<file path="config.mk">
export PLATFORM = sky130hd
export DESIGN_NAME = ufw_ctrl
export DESIGN_NICKNAME = d
export VERILOG_FILES = /design/src/design/ufw_ctrl.v
export VERILOG_INCLUDE_DIRS = /design/src /design/src/pkg
export SDC_FILE = /design/constraint.sdc
export NUM_CORES = 1
export LEC_CHECK = 0
export BUFFER_PORTS_ARGS = -buffer_cell sky130_fd_sc_hd__buf_2
export CAP_MARGIN = 5
export CORE_MARGIN = 2
export CORE_UTILIZATION = 59
export CTS_CLUSTER_SIZE = 16
export DETAILED_ROUTE_END_ITERATION = 10
export PLACE_DENSITY = 0.89
export SETUP_SLACK_MARGIN = 0.3
export SYNTH_ARGS = -nofsm -noshare
export SYNTH_HDL_FRONTEND = slang
export SYNTH_SLANG_ARGS = --single-unit
</file>
<file path="constraint.sdc">
create_clock -name clk -period 7.2 [get_ports clk]
set_input_delay 1.44 -clock clk [delete_from_list [all_inputs] [get_ports clk]]
set_output_delay 1.44 -clock clk [all_outputs]
set_load 0.05 [all_outputs]
</file>
<file path="src/pkg/ufw_consts.vh">
// Constants for the mode register zero FIFO level and watchdog block
`ifndef UFW_CONSTS_VH
`define UFW_CONSTS_VH

`define UFW_MODE_ZERO_OFFSET 4'h0
`define UFW_MODE_ZERO_RESET 8'h00
`define UFW_BIT_IDLE_ALARM 7
`define UFW_BIT_RX_THR_HI 6
`define UFW_BIT_TX_THR_HI 5
`define UFW_BIT_TX_THR_LO 4
`define UFW_BIT_DEPTH_SEL 3
`define UFW_BIT_RATE_HI 2
`define UFW_BIT_TEST 1
`define UFW_BIT_RATE_LO 0
`define UFW_BIT_MODE_ONE_RX_THR 6
`define UFW_IDLE_BIT_TIMES 7'd64
`define UFW_DEPTH_SMALL 5'd8
`define UFW_DEPTH_LARGE 5'd16
`define UFW_PTR_CMD 4'h1
`define UFW_PTR_CMD_ZERO 4'hb

`endif

</file>
<file path="src/design/ufw_ctrl.v">
// Mode register zero: FIFO thresholds, depth select and receiver idle watchdog
`default_nettype none
`include "ufw_consts.vh"

module ufw_ctrl #(
	parameter IDLE_BITS = `UFW_IDLE_BIT_TIMES
) (
	// Clock and reset
	input wire clk,
	input wire reset,
	// Register port
	input wire [3:0] reg_addr,
	input wire [7:0] reg_wdata,
	input wire reg_write,
	input wire reg_read,
	output reg [7:0] reg_rdata,
	// Channel command: pointer commands; only the channel A strobe is decoded, cmd_write_b is unused
	input wire [3:0] cmd_code,
	input wire cmd_write_a,
	input wire cmd_write_b,
	// Mode register one receiver threshold bits
	input wire mode_one_rx_a,
	input wire mode_one_rx_b,
	// Receiver 1x clock pin
	input wire rx_clk_pin,
	// Channel A FIFO state
	input wire [4:0] rx_count_a,
	input wire [4:0] tx_count_a,
	input wire rx_access_a,
	input wire tx_write_a,
	input wire tx_enabled_a,
	// Channel B FIFO state
	input wire [4:0] rx_count_b,
	input wire [4:0] tx_count_b,
	input wire rx_access_b,
	input wire tx_write_b,
	input wire tx_enabled_b,
	// Configuration out
	output wire queue_depth_select,
	output wire rate_group_select_low,
	output wire rate_group_select_high,
	output wire factory_test_bit,
	// Requests and status, per channel
	output reg rx_fill_request_a,
	output reg tx_space_request_a,
	output reg rx_char_available_a,
	output reg rx_fill_request_b,
	output reg tx_space_request_b,
	output reg rx_char_available_b,
	output reg [7:0] channel_status_reg_a,
	output reg [7:0] channel_status_reg_b
);

	// ****************************************
	// Decoding functions
	// ****************************************
	// Byte count of the selected FIFO depth, shared by every level decode
	function [4:0] depth_of;
		input deep;
		begin
			if (deep)
				depth_of = `UFW_DEPTH_LARGE;
			else
				depth_of = `UFW_DEPTH_SMALL;
		end
	endfunction

	// Receiver request: filled places against the level picked by the code
	function rx_hit;
		input [1:0] code;
		input deep;
		input [4:0] cnt;
		reg [4:0] level;
		begin
			level = 5'd1;
			if (deep) begin
				case (code)
					2'b00: level = 5'd1;
					2'b01: level = 5'd8;
					2'b10: level = 5'd12;
					default: level = depth_of(1'b1);
				endcase
			end else begin
				case (code)
					2'b00: level = 5'd1;
					2'b01: level = 5'd3;
					2'b10: level = 5'd6;
					default: level = depth_of(1'b0);
				endcase
			end
			rx_hit = (cnt >= level);
		end
	endfunction

	// Transmitter request: empty places against the level picked by the code
	function tx_hit;
		input [1:0] code;
		input deep;
		input [4:0] used;
		reg [4:0] depth;
		reg [4:0] room;
		reg [4:0] level;
		begin
			depth = depth_of(deep);
			// A count above the depth, left over from a depth change, reads as
			// no room instead of wrapping round to a large value
			if (used >= depth)
				room = 5'd0;
			else
				room = depth - used;
			level = 5'd1;
			if (deep) begin
				case (code)
					2'b00: level = depth;
					2'b01: level = 5'd8;
					2'b10: level = 5'd12;
					default: level = 5'd1;
				endcase
			end else begin
				case (code)
					2'b00: level = depth;
					2'b01: level = 5'd4;
					2'b10: level = 5'd6;
					default: level = 5'd1;
				endcase
			end
			tx_hit = (room >= level);
		end
	endfunction

	// ****************************************
	// Mode register zero and pointer
	// ****************************************
	reg [7:0] mode_reg_zero;
	reg ptr_zero_a;
	wire sel_zero = reg_addr == `UFW_MODE_ZERO_OFFSET;

	// Pointer clears after any mode access, as the pointer walks onward
	always @(posedge clk or posedge reset) begin
		if (reset) begin
			ptr_zero_a <= 1'b0;
		end else if (cmd_write_a && cmd_code == `UFW_PTR_CMD_ZERO) begin
			ptr_zero_a <= 1'b1;
		end else if (cmd_write_a && cmd_code == `UFW_PTR_CMD) begin
			ptr_zero_a <= 1'b0;
		end else if (sel_zero && (reg_write || reg_read)) begin
			ptr_zero_a <= 1'b0;
		end
	end

	// A write with the pointer elsewhere is dropped without notice
	always @(posedge clk or posedge reset) begin
		if (reset)
			mode_reg_zero <= `UFW_MODE_ZERO_RESET;
		else if (sel_zero && reg_write && ptr_zero_a)
			mode_reg_zero <= reg_wdata;
	end

	always @(posedge clk or posedge reset) begin
		if (reset)
			reg_rdata <= 8'h00;
		else if (sel_zero && reg_read && ptr_zero_a)
			reg_rdata <= mode_reg_zero;
		else if (reg_read)
			reg_rdata <= 8'h00;
	end

	wire idle_enable = mode_reg_zero[`UFW_BIT_IDLE_ALARM];
	assign queue_depth_select = mode_reg_zero[`UFW_BIT_DEPTH_SEL];
	assign rate_group_select_low = mode_reg_zero[`UFW_BIT_RATE_LO];
	assign rate_group_select_high = mode_reg_zero[`UFW_BIT_RATE_HI];
	assign factory_test_bit = mode_reg_zero[`UFW_BIT_TEST];

	// ****************************************
	// Receiver 1x clock edge detection
	// ****************************************
	reg [2:0] rx_clk_sync;
	always @(posedge clk or posedge reset) begin
		if (reset)
			rx_clk_sync <= 3'b000;
		else
			rx_clk_sync <= {rx_clk_sync[1:0], rx_clk_pin};
	end
	wire bit_tick = rx_clk_sync[1] & ~rx_clk_sync[2];

	// ****************************************
	// Per-channel threshold and watchdog logic
	// ****************************************
	wire [1:0] rx_code_live [0:1];
	wire [1:0] tx_code_live = mode_reg_zero[`UFW_BIT_TX_THR_HI:`UFW_BIT_TX_THR_LO];
	assign rx_code_live[0] = {mode_reg_zero[`UFW_BIT_RX_THR_HI], mode_one_rx_a};
	assign rx_code_live[1] = {mode_reg_zero[`UFW_BIT_RX_THR_HI], mode_one_rx_b};

	wire [4:0] rxc [0:1];
	wire [4:0] txc [0:1];
	wire [1:0] rx_acc = {rx_access_b, rx_access_a};
	wire [1:0] tx_wr = {tx_write_b, tx_write_a};
	wire [1:0] tx_en = {tx_enabled_b, tx_enabled_a};
	assign rxc[0] = rx_count_a;
	assign rxc[1] = rx_count_b;
	assign txc[0] = tx_count_a;
	assign txc[1] = tx_count_b;

	wire [1:0] rx_req;
	wire [1:0] tx_req;
	wire [1:0] rx_avail;
	wire [1:0] rx_full;
	wire [1:0] tx_empty;
	wire [1:0] tx_room;

	// The idle counter is 7 bits wide: IDLE_BITS above 128 would wrap
	localparam [6:0] IDLE_LAST = IDLE_BITS[6:0] - 7'd1;

	genvar ch;
	generate
		for (ch = 0; ch < 2; ch = ch + 1) begin : g_chan
			reg [1:0] rx_code;
			reg [1:0] tx_code;
			reg [6:0] idle_count;
			reg idle_alarm;
			wire fifo_touch = rx_acc[ch] | tx_wr[ch];
			wire both_empty = (rxc[ch] == 5'd0) && (txc[ch] == 5'd0);

			// Latched codes follow live bits only when safe, so a mid-stream
			// change cannot make a request glitch
			always @(posedge clk or posedge reset) begin
				if (reset) begin
					rx_code <= 2'b00;
					tx_code <= 2'b00;
				end else if (both_empty || fifo_touch) begin
					rx_code <= rx_code_live[ch];
					tx_code <= tx_code_live;
				end
			end

			always @(posedge clk or posedge reset) begin
				if (reset) begin
					idle_count <= 7'd0;
					idle_alarm <= 1'b0;
				end else if (!idle_enable || rx_acc[ch] || rxc[ch] == 5'd0) begin
					idle_count <= 7'd0;
					idle_alarm <= 1'b0;
				end else if (bit_tick) begin
					if (idle_count == IDLE_LAST)
						idle_alarm <= 1'b1;
					else
						idle_count <= idle_count + 7'd1;
				end
			end

			assign rx_req[ch] = rx_hit(rx_code, queue_depth_select, rxc[ch]) | idle_alarm;
			assign tx_req[ch] = tx_en[ch] & tx_hit(tx_code, queue_depth_select, txc[ch]);
			assign rx_avail[ch] = (rxc[ch] != 5'd0) | idle_alarm;
			assign rx_full[ch] = rxc[ch] >= depth_of(queue_depth_select);
			assign tx_empty[ch] = txc[ch] == 5'd0;
			assign tx_room[ch] = tx_en[ch] & tx_hit(2'b11, queue_depth_select, txc[ch]);
		end
	endgenerate

	// ****************************************
	// Registered outputs
	// ****************************************
	always @(posedge clk or posedge reset) begin
		if (reset) begin
			rx_fill_request_a <= 1'b0;
			tx_space_request_a <= 1'b0;
			rx_char_available_a <= 1'b0;
			channel_status_reg_a <= 8'h00;
		end else begin
			rx_fill_request_a <= rx_req[0];
			tx_space_request_a <= tx_req[0];
			rx_char_available_a <= rx_avail[0];
			channel_status_reg_a <= {4'h0, tx_empty[0], tx_room[0], rx_full[0], rx_avail[0]};
		end
	end

	always @(posedge clk or posedge reset) begin
		if (reset) begin
			rx_fill_request_b <= 1'b0;
			tx_space_request_b <= 1'b0;
			rx_char_available_b <= 1'b0;
			channel_status_reg_b <= 8'h00;
		end else begin
			rx_fill_request_b <= rx_req[1];
			tx_space_request_b <= tx_req[1];
			rx_char_available_b <= rx_avail[1];
			channel_status_reg_b <= {4'h0, tx_empty[1], tx_room[1], rx_full[1], rx_avail[1]};
		end
	end

endmodule // ufw_ctrl
`default_nettype wire

</file>
; Word-level counts from Yosys, hierarchy flattened
; Cells that the tools add are included.
[totals]
in_bits = 51
register_bits = 58
word_cells = 130
[classes]
n_addsub = 4
n_reduce_logical = 38
order_cmp = 10
n_eq_ne = 14
mux = 32
bitwise_logic = 12
[ops]
columns = operator, count
row1 = $pmux W5 S3, 6
row2 = $mux W7, 6
row3 = $ge A5 B5 Y1, 8
row4 = $mux W5, 7
row5 = $pmux W4 S3, 2
row6 = $logic_not A5 Y1, 4
row7 = $mux W8, 2
row8 = $add A7 B1 Y7 const B, 2
row9 = $eq A7 B6 Y1 const B, 2
row10 = $ge A5 B1 Y1 const B, 2
row11 = $reduce_bool A2 Y1, 5
row12 = $reduce_bool A5 Y1, 2
row13 = $sub A5 B5 Y5, 2
row14 = $logic_and A1 B1 Y1, 9
row15 = $mux W1, 9
row16 = $eq A2 B1 Y1 const B, 4
row17 = $eq A2 B2 Y1 const B, 4
row18 = $logic_not A2 Y1, 4
row19 = $reduce_and A2 Y1, 4
row20 = $logic_or A1 B1 Y1, 7
row21 = $or A1 B1 Y1, 6
row22 = $and A1 B1 Y1, 5
row23 = $eq A4 B1 Y1 const B, 1
row24 = $eq A4 B4 Y1 const B, 1
row25 = 5 further kinds, 6

; Depth between registers and ports, before layout
; Gate-level depths: netlist (run 1).
[depth]
ltp_word = 5
ltp_mapped = 12
depth_no_buf = 11

; Worst setup path after synthesis (run 1)
; Ideal clock, no wire load.
[synth_path]
kind = in2reg
start = input port tx_count_b[3]
end = register tx_space_request_b
n_path_buf = 0
slack_ns = 3.874
setup_time_ns = 0.128
path_stages = 11
t_arrival_ns = 3.198
path_cell_list = inv_1 > ha_1 > nor4b_2 > o21ai_0 > a21oi_1 > nand2_1 > ha_1 > nand2b_1 > a21o_1 > a21oi_1 > o21ai_0
[synth_via]
elab_chain_cells = 4
[synth_rtl]
columns = item, line
row1 = "start, declared", ufw_ctrl.v:34  ; input wire [4:0] tx_count_b,
row2 = $sub A5 B5 Y5 or $ge A5 B5 Y1 (tied branches), "ufw_ctrl.v:110, ufw_ctrl.v:107"
row3 = $mux W5 *, ufw_ctrl.v:107  ; if (used >= depth)
row4 = $ge A5 B5 Y1 *, ufw_ctrl.v:127  ; tx_hit = (room >= level);
row5 = $and A1 B1 Y1 *, ufw_ctrl.v:252  ; assign tx_req[ch] = tx_en[ch] & tx_hit(tx_code, queue_depth_select, txc[ch]);
row6 = via tx_req[1], ufw_ctrl.v:205  ; wire [1:0] tx_req;
row7 = "end signal, assigned", ufw_ctrl.v:285  ; tx_space_request_b <= tx_req[1];
row8 = "end, declared", ufw_ctrl.v:48  ; output reg tx_space_request_b,
; Mark *: on every way through the listed nets, which the timed path passes. The rest lies on a longest branch.
; A chain may end at the register's enable or synchronous reset.

; Final worst setup path (run 1)
[layout_path]
start = register mode_reg_zero[3]
end = register tx_space_request_b
[layout_via]
elab_chain_cells = 5
[layout_rtl]
columns = item, line
row1 = "start, declared", ufw_ctrl.v:134  ; reg [7:0] mode_reg_zero;
row2 = "start signal, assigned", ufw_ctrl.v:154  ; mode_reg_zero <= `UFW_MODE_ZERO_RESET;
row3 = "start signal, assigned", ufw_ctrl.v:156  ; mode_reg_zero <= reg_wdata;
row4 = $mux W5, ufw_ctrl.v:61  ; if (deep)
row5 = $sub A5 B5 Y5 (tied with other cells), ufw_ctrl.v:110  ; room = depth - used;
row6 = "$mux W5, on equally long branches", "ufw_ctrl.v:107, ufw_ctrl.v:112"
row7 = $ge A5 B5 Y1 *, ufw_ctrl.v:127
row8 = $and A1 B1 Y1 *, ufw_ctrl.v:252
row9 = via tx_req[1], ufw_ctrl.v:205
; Marked as above.

==> results of run 1 <==
## cells in the mapped netlist (3+ instances only)
cell type,instances
dfrtp_1,56
ha_1,48
inv_1,29
nand2_1,24
nor2_1,21
a21oi_1,14
buf_4,11
a22o_1,9
mux2_2,9
o21ai_0,9
nand2b_1,8
a21o_1,7
mux2_1,7
mux2i_1,7
xor2_1,7
and3_1,6
nand3_1,5
a211oi_1,4
clkbuf_1,4
o31ai_1,4
or3_1,4
xnor2_1,4
and2_1,3
nand3b_1,3
nor3_1,3
nor4b_2,3
o2111ai_1,3
o21a_1,3
## final cells by class
class                           count  area [um2]  area share (%)
Clock buffer                        6       72.57           1.758
Clock inverter                      2       16.27          0.3941
Inverter                           29       108.9           2.637
Multi-Input combinational cell    258        2052           49.71
Sequential cell                    56        1401           33.95
Tap cell                           75       93.84           2.273
Timing Repair Buffer               76       382.9           9.276
## logic make-up (layout without fill, tap and decap cells)
family / Yosys count / count (layout) / share of synthesized area (%)
other: 1 / 8 / 0.1028
multiplexers: 23 / 23 / 6.861
adder cells (fa/ha/maj): 48 / 48 / 16.47
buffers and inverters: 47 / 113 / 6.037
flip-flops: 56 / 56 / 38.42
AND/OR/NAND/NOR: 99 / 99 / 15.78
AO/OA/AOI/OAI: 69 / 69 / 13.69
XOR/XNOR: 11 / 11 / 2.641
## power by group
group	internal, mW	leakage, nW	switching [mW]	total (mW)
clock	0.0695	0.0414	0.104	0.174
combinational	0.148	1.31	0.238	0.386
sequential	0.353	0.720	0.0373	0.391
total	0.571	2.07	0.380	0.951
## layout by cell type (no fill, tap or decap), drive strengths merged, types with 7 or more instances in the layout
| cell | synthesis | final |
|---|---|---|
| a21o | 7 | 7 |
| a21oi | 14 | 14 |
| a22o | 10 | 10 |
| buf | 14 | 76 |
| conb | 1 | 8 |
| dfrtp | 56 | 56 |
| ha | 48 | 48 |
| inv | 29 | 29 |
| mux2 | 16 | 16 |
| mux2i | 7 | 7 |
| nand2 | 24 | 24 |
| nand2b | 8 | 8 |
| nor2 | 21 | 21 |
| o21ai | 12 | 12 |
| xor2 | 7 | 7 |
## critical path: stages, from the launching register on
cell      delay, ns
dfrtp_1        0.86
inv_1          0.43
ha_1           0.51
nor4b_2        0.27
o21ai_0        0.19
a21oi_1        0.25
nand2_1        0.08
ha_1           0.29
nand2b_1       0.16
a21o_1         0.19
a21oi_1        0.14
o21ai_0        0.10
## registers in the layout, summed over array words and instances (netlist names)
name                  count
tx_space_request_a        1
channel_status_reg_a      4
rx_fill_request_a         1
mode_reg_zero             8
rx_fill_request_b         1
g_chan.idle_count        14
reg_rdata                 8
tx_space_request_b        1
rx_clk_sync               3
channel_status_reg_b      4
ptr_zero_a                1
g_chan.idle_alarm         2
g_chan.rx_code            4
g_chan.tx_code            4
## metal layers
layer	vias to the layer above	track usage [%]	share of wire [%]
met5	-	0	0.18
met4	2	7.049	1.4
met3	13	5.978	6.9
met2	94	42.42	50
met1	1381	27.75	42
li1	1384	-	-
## worst min-delay path by stage
stage | from | slack (ns) | cells past startpoint | endpoint
after global placement | rx_clk_sync[0] | 0.33 | 0 | rx_clk_sync[1]
after detailed placement | rx_clk_sync[0] | 0.35 | 0 | rx_clk_sync[1]
final | rx_clk_sync[0] | 0.36 | 0 | rx_clk_sync[1]
after floorplan | rx_clk_sync[0] | 0.33 | 0 | rx_clk_sync[1]
after global routing | rx_clk_sync[0] | 0.37 | 0 | rx_clk_sync[1]
after CTS | rx_clk_sync[0] | 0.37 | 0 | rx_clk_sync[1]
## metrics by stage
stage | area (um2) | hold slack, ns | power (mW) | utilization (%) | std cells
floorplan | 3674 | 0.3312 | 0.6863 | - | 361
global placement | 4039 | 0.3342 | 0.7571 | 67.82 | 494
detailed placement | 4039 | 0.3471 | 0.7827 | 67.82 | 494
CTS | 4128 | 0.3702 | 0.9530 | 69.31 | 502
global route | 4128 | 0.3721 | 1.021 | 69.31 | 502
finish | 4128 | 0.3645 | 0.9506 | 69.31 | 502
==> summary.md, run 1 <==
| Metric | Value |
|---|---|
| Status | finished, final reports clean |
| R2r startpoint | mode_reg_zero[3] |
| Vias in the first global route | 2892 |
| Core region area | 0.005956 mm2 |
| # hold bufs at CTS | 0 |
| Crit Path Class | reg2reg |
| DRC viols | 0 |
| Netlist cell types | 58 |
| Final wirelength | 7.422 mm |
| Largest net degree at the start of global routing | 57 |
| PostCTS Resize Cnt | 0 |
| # diodes | 0 |
| Drt first pass iters | 4 |
| Worst setup path startpoint | mode_reg_zero[3] |
| Top cells by area, synth | dfrtp_1 38%, ha_1 16%, inv_1 3.0%, mux2_2 2.8%, nand2_1 2.5% |
| Die Ht | 82.63 um |
| Top Ports | 85 |
| Async S/R FF share, synth | 100.0% |
| Cell area after synthesis | 0.003647 mm2 |
| Worst Path Required | 7.40 ns |
| TritonCTS clock tree | built |
| Worst relative slew slack | 47.56% |
| Total grt overflow | 0 |
| Min-Delay Path Class | reg2reg |
| Post-synthesis sequential area ratio | 38.42% |
| Final Setup Violations | 0 |
| Clock sink count | 56 |
| Reg2Reg Depth | 11 |
| Crit end category | flip-flop |
| Syn-to-layout area delta | 13.17% |
| Fin worst setup slack | 3.624 ns |
| Width of the die | 82.63 um |
| Power Dens Cells | 230.3 mW/mm2 |
| Postcts setup bufs | 0 |
| Clock latency on the worst-skew pair | 0.32 ns |
| Cells after synthesis | 354 |
| R2R Setup Slk | 3.62 ns |
| Leak | 2.073 nW |
| Worst Tran Pin Value | 0.7866 ns |
| I/O Buffers | 75 |
| Max-slew violation count | 0 |
| Filler Cell Count | 442 |
| Die footprint | 0.006827 mm2 |
| Starting density of the core | 61.24% |
| Post-Place Setup Slack | 3.463 ns |
| CP Launch Type | flip-flop |
| Final min period | 3.576 ns |
| Post-synth EDFFs | 0 |
| Routed WL per cell | 14.78 um |
| Maximum vdd drop | 149.3 uV |
| Final hold violation count | 0 |
| Critical Path End | tx_space_request_b |
| Clock Tree Root | clkbuf_8 |
| Placed wire-length estimate | 5.742 mm |
| Reg-to-reg endpoint | tx_space_request_b |
| RSZ-0062 raised after global routing | no |
| Clk slew on worst S/H paths | 0.10 ns |
| Fin nets | 525 |
| Core Rows | 28 |
| Setup TNS | 0 ns |
| Worst Path Arrival | 3.77 ns |
| Worst Path Max Fanout | 20 |
| Fmax | 279.7 MHz |
| Cell taking the most area after synthesis | dfrtp_1 |
| Synth Area per Inst | 10.30 um2 |
| CTS Buffer Depth | 2 |
| Final Wtd Congestion | 0.8363 |
| Main synth FF type | dfrtp_1 |
| DR vias/cell | 5.725 |
| Antenna violations before repair | 1 |
| Total GRT Usage | 23.62% |
| Tcrit/Tclk final | 49.66% |
| Share of layout cells above drive strength 1 | 24.59% |
| Area share of the largest cell type after synthesis | 38.42% |
| First-pass GRT wire length | 12.45 mm |
| CTS Buf Count | 5 |
| Via count | 2874 |
| Yosys warns | 0 |
| Antenna Nets Post-Route | 0 |
| H-tree level count | 2 |
| Post-synthesis register bit count | 56 |
| Initial DRC count | 106 |
| Setup Skew | 0.01382 ns |
| Max-cap violations | 0 |
No activity file was read; power rests on OpenSTA's default activity.
==> run 2: changes to the inputs <==
--- a/config.mk
+++ b/config.mk
@@ -9,10 +9,10 @@
 export BUFFER_PORTS_ARGS = -buffer_cell sky130_fd_sc_hd__buf_2
 export CAP_MARGIN = 5
 export CORE_MARGIN = 2
-export CORE_UTILIZATION = 59
+export CORE_UTILIZATION = 49
 export CTS_CLUSTER_SIZE = 16
 export DETAILED_ROUTE_END_ITERATION = 10
-export PLACE_DENSITY = 0.89
+export PLACE_DENSITY = 0.8
 export SETUP_SLACK_MARGIN = 0.3
 export SYNTH_ARGS = -nofsm -noshare
 export SYNTH_HDL_FRONTEND = slang
==> constraint.sdc (replaced) <==
create_clock -name clk -period 2.9 [get_ports clk]
set_input_delay 0.58 -clock clk [delete_from_list [all_inputs] [get_ports clk]]
set_output_delay 0.58 -clock clk [all_outputs]
set_load 0.05 [all_outputs]
==> summary.md, run 2 (synthesis results as in run 1) <==
| Metric | Value |
|---|---|
| First-pass GRT wire length | 12.45 mm |
| Worst Path Max Fanout | 5 |
| Max stage delay on crit path | 0.40 ns |
| Power Dens Cells | 571.0 mW/mm2 |
| Starting density of the core | 50.55% |
| Die Ht | 90.28 um |
| CP Launch Type | flip-flop |
| DRC viols | 0 |
| Tot Pwr | 2.453 mW |
| Clock latency on the worst-skew pair | 0.32 ns |
| Final Wtd Congestion | 0.8673 |
| Total grt overflow | 0 |
| H-tree level count | 2 |
| # hold bufs at CTS | 0 |
| Post-Place Setup Slack | 0.2234 ns |
| R2R Setup Slk | 0.45 ns |
| Clock Tree Root | clkbuf_8 |
| Total GRT Usage | 18.56% |
| Most frequent cells in the layout | 75 x buf_2, 55 x dfrtp_1, 46 x ha_1 |
| Leak | 2.134 nW |
| Min Hold Slack | 0.2969 ns |
| Worst relative slew slack | 62.80% |
| Final hold violation count | 0 |
| Placed wire-length estimate | 5.901 mm |
| Die footprint | 0.008150 mm2 |
| Vias in the first global route | 2802 |
| TritonCTS clock tree | built |
| Max-cap violations | 0 |
| Slowest CP cell | dfrtp_2 |
| Initial DRC count | 102 |
| Max-slew violation count | 0 |
| Antenna Nets Post-Route | 0 |
| Bufs and invs on worst path | 1 |
| # diodes | 0 |
| Antenna violations before repair | 0 |
| Commonest non-fill, non-tap cell in the layout | buf_2 |
| Drt first pass iters | 4 |
| Filler Cell Count | 639 |
| Maximum vdd drop | 357.1 uV |
| Routed WL per cell | 13.91 um |
| Syn-to-layout area delta | 17.80% |
| CP top delay family | compound AO/OA/AOI/OAI gates |
| Fmax | 408.2 MHz |
| Fin nets | 535 |
| RSZ-0062 raised after global routing | no |
| Reg-to-reg endpoint | tx_space_request_a |
| Setup TNS | 0 ns |
| Cell Chain, Critical Path | clkinvlp_4, ha_4, nor4b_4, o21ai_2, a22oi_1, nand2_1, ha_1, nand2b_1, a21o_1, a21oi_1, o21ai_1 |
| DR vias/cell | 5.349 |
| Reg2Reg Depth | 11 |
| Core region area | 0.007214 mm2 |
| Worst Path Required | 3.10 ns |
| Worst Tran Pin Value | 0.5565 ns |
| Tcrit/Tclk final | 84.47% |
| I/O Buffers | 75 |
| Max reg flops | 14 |
| Fin worst setup slack | 0.4503 ns |
| CTS Buf Count | 5 |
| Final wirelength | 7.456 mm |
| Clk slew on worst S/H paths | 0.10 ns |
| Status | finished, final reports clean |
| Clock sink count | 56 |
| Core Rows | 31 |
| Final Setup Violations | 0 |
| Crit Path Class | reg2reg |
| Crit end category | flip-flop |
| Width of the die | 90.28 um |
| Setup Skew | 0.008730 ns |
| R2r startpoint | mode_reg_zero[3] |
| Biggest regs | g_chan.idle_count x14, mode_reg_zero x8, reg_rdata x8 |
| Worst Path Arrival | 2.65 ns |
| CTS Buffer Depth | 2 |
| Min-Delay Path Class | in2async |
| Most flops, register | g_chan.idle_count |
| Largest net degree at the start of global routing | 28 |
| Top Ports | 85 |
| Share of layout cells above drive strength 1 | 28.38% |
| Via count | 2867 |
| Final min period | 2.450 ns |
## run 2: cell types whose count changed in the layout (fill, tap and decap cells not counted), moves of 2 or more
cell	previous run	this run
buf_4	1	11
o21ai_0	9	6
a21oi_1	14	12
a21oi_2	0	2
ha_1	48	46
ha_4	0	2
nor4b_2	3	1
nor4b_4	1	3
o21ai_2	1	3
## run 2: stage by stage
step	instance area (um2)	utilization, %	cells
6_report	4297	59.56	536
4_1_cts	4244	58.83	530
3_3_place_gp	4139	57.37	520
5_1_grt	4297	59.56	536
3_5_place_dp	4139	57.37	520
2_1_floorplan	3739	-	361
## run 2: where the power goes
group	total [mW]	switching (mW)	internal (mW)	leakage [nW]
Combinational	1.07	0.640	0.429	1.37
Sequential	0.945	0.0668	0.878	0.719
Clock	0.439	0.267	0.172	0.0445
Total	2.45	0.974	1.48	2.13
## run 2: worst max path at each step
stage               cells past startpoint  slack [ns]            endpoint        startpoint
floorplan                              12        0.23  tx_space_request_a  mode_reg_zero[3]
global placement                       11        0.32  tx_space_request_b  mode_reg_zero[3]
detailed placement                     11        0.22  tx_space_request_b  mode_reg_zero[3]
CTS                                    11        0.32  tx_space_request_b  mode_reg_zero[3]
global route                           11        0.29  tx_space_request_a  mode_reg_zero[3]
finish                                 11        0.45  tx_space_request_a  mode_reg_zero[3]
## run 2: cell type report
type                       instances  area [um2]  share of cell area, %
inverter                          29       112.6                  2.621
clock inverter                     3       21.27                 0.4950
sequential                        56        1403                  32.64
tap                               99       123.9                  2.883
multi-input combinational        258        2110                  49.10
timing repair buffer              86       457.9                  10.66
clock buffer                       5       68.82                  1.602
## run 2: metal layers
layer  vias up  routed length, um  GRT usage (%)
met5         -                  0              0
met4         0                138          6.026
li1       1407                  -              -
met1      1365               3273          22.81
met2        82               3665          33.15
met3        13                378          3.172
## run 2: repair_timing
item	4_1_cts	5_1_grt
endpoints found under the setup margin	2	2
setup buffers	2	6
pin swaps	0	3
gates resized for setup	0	2
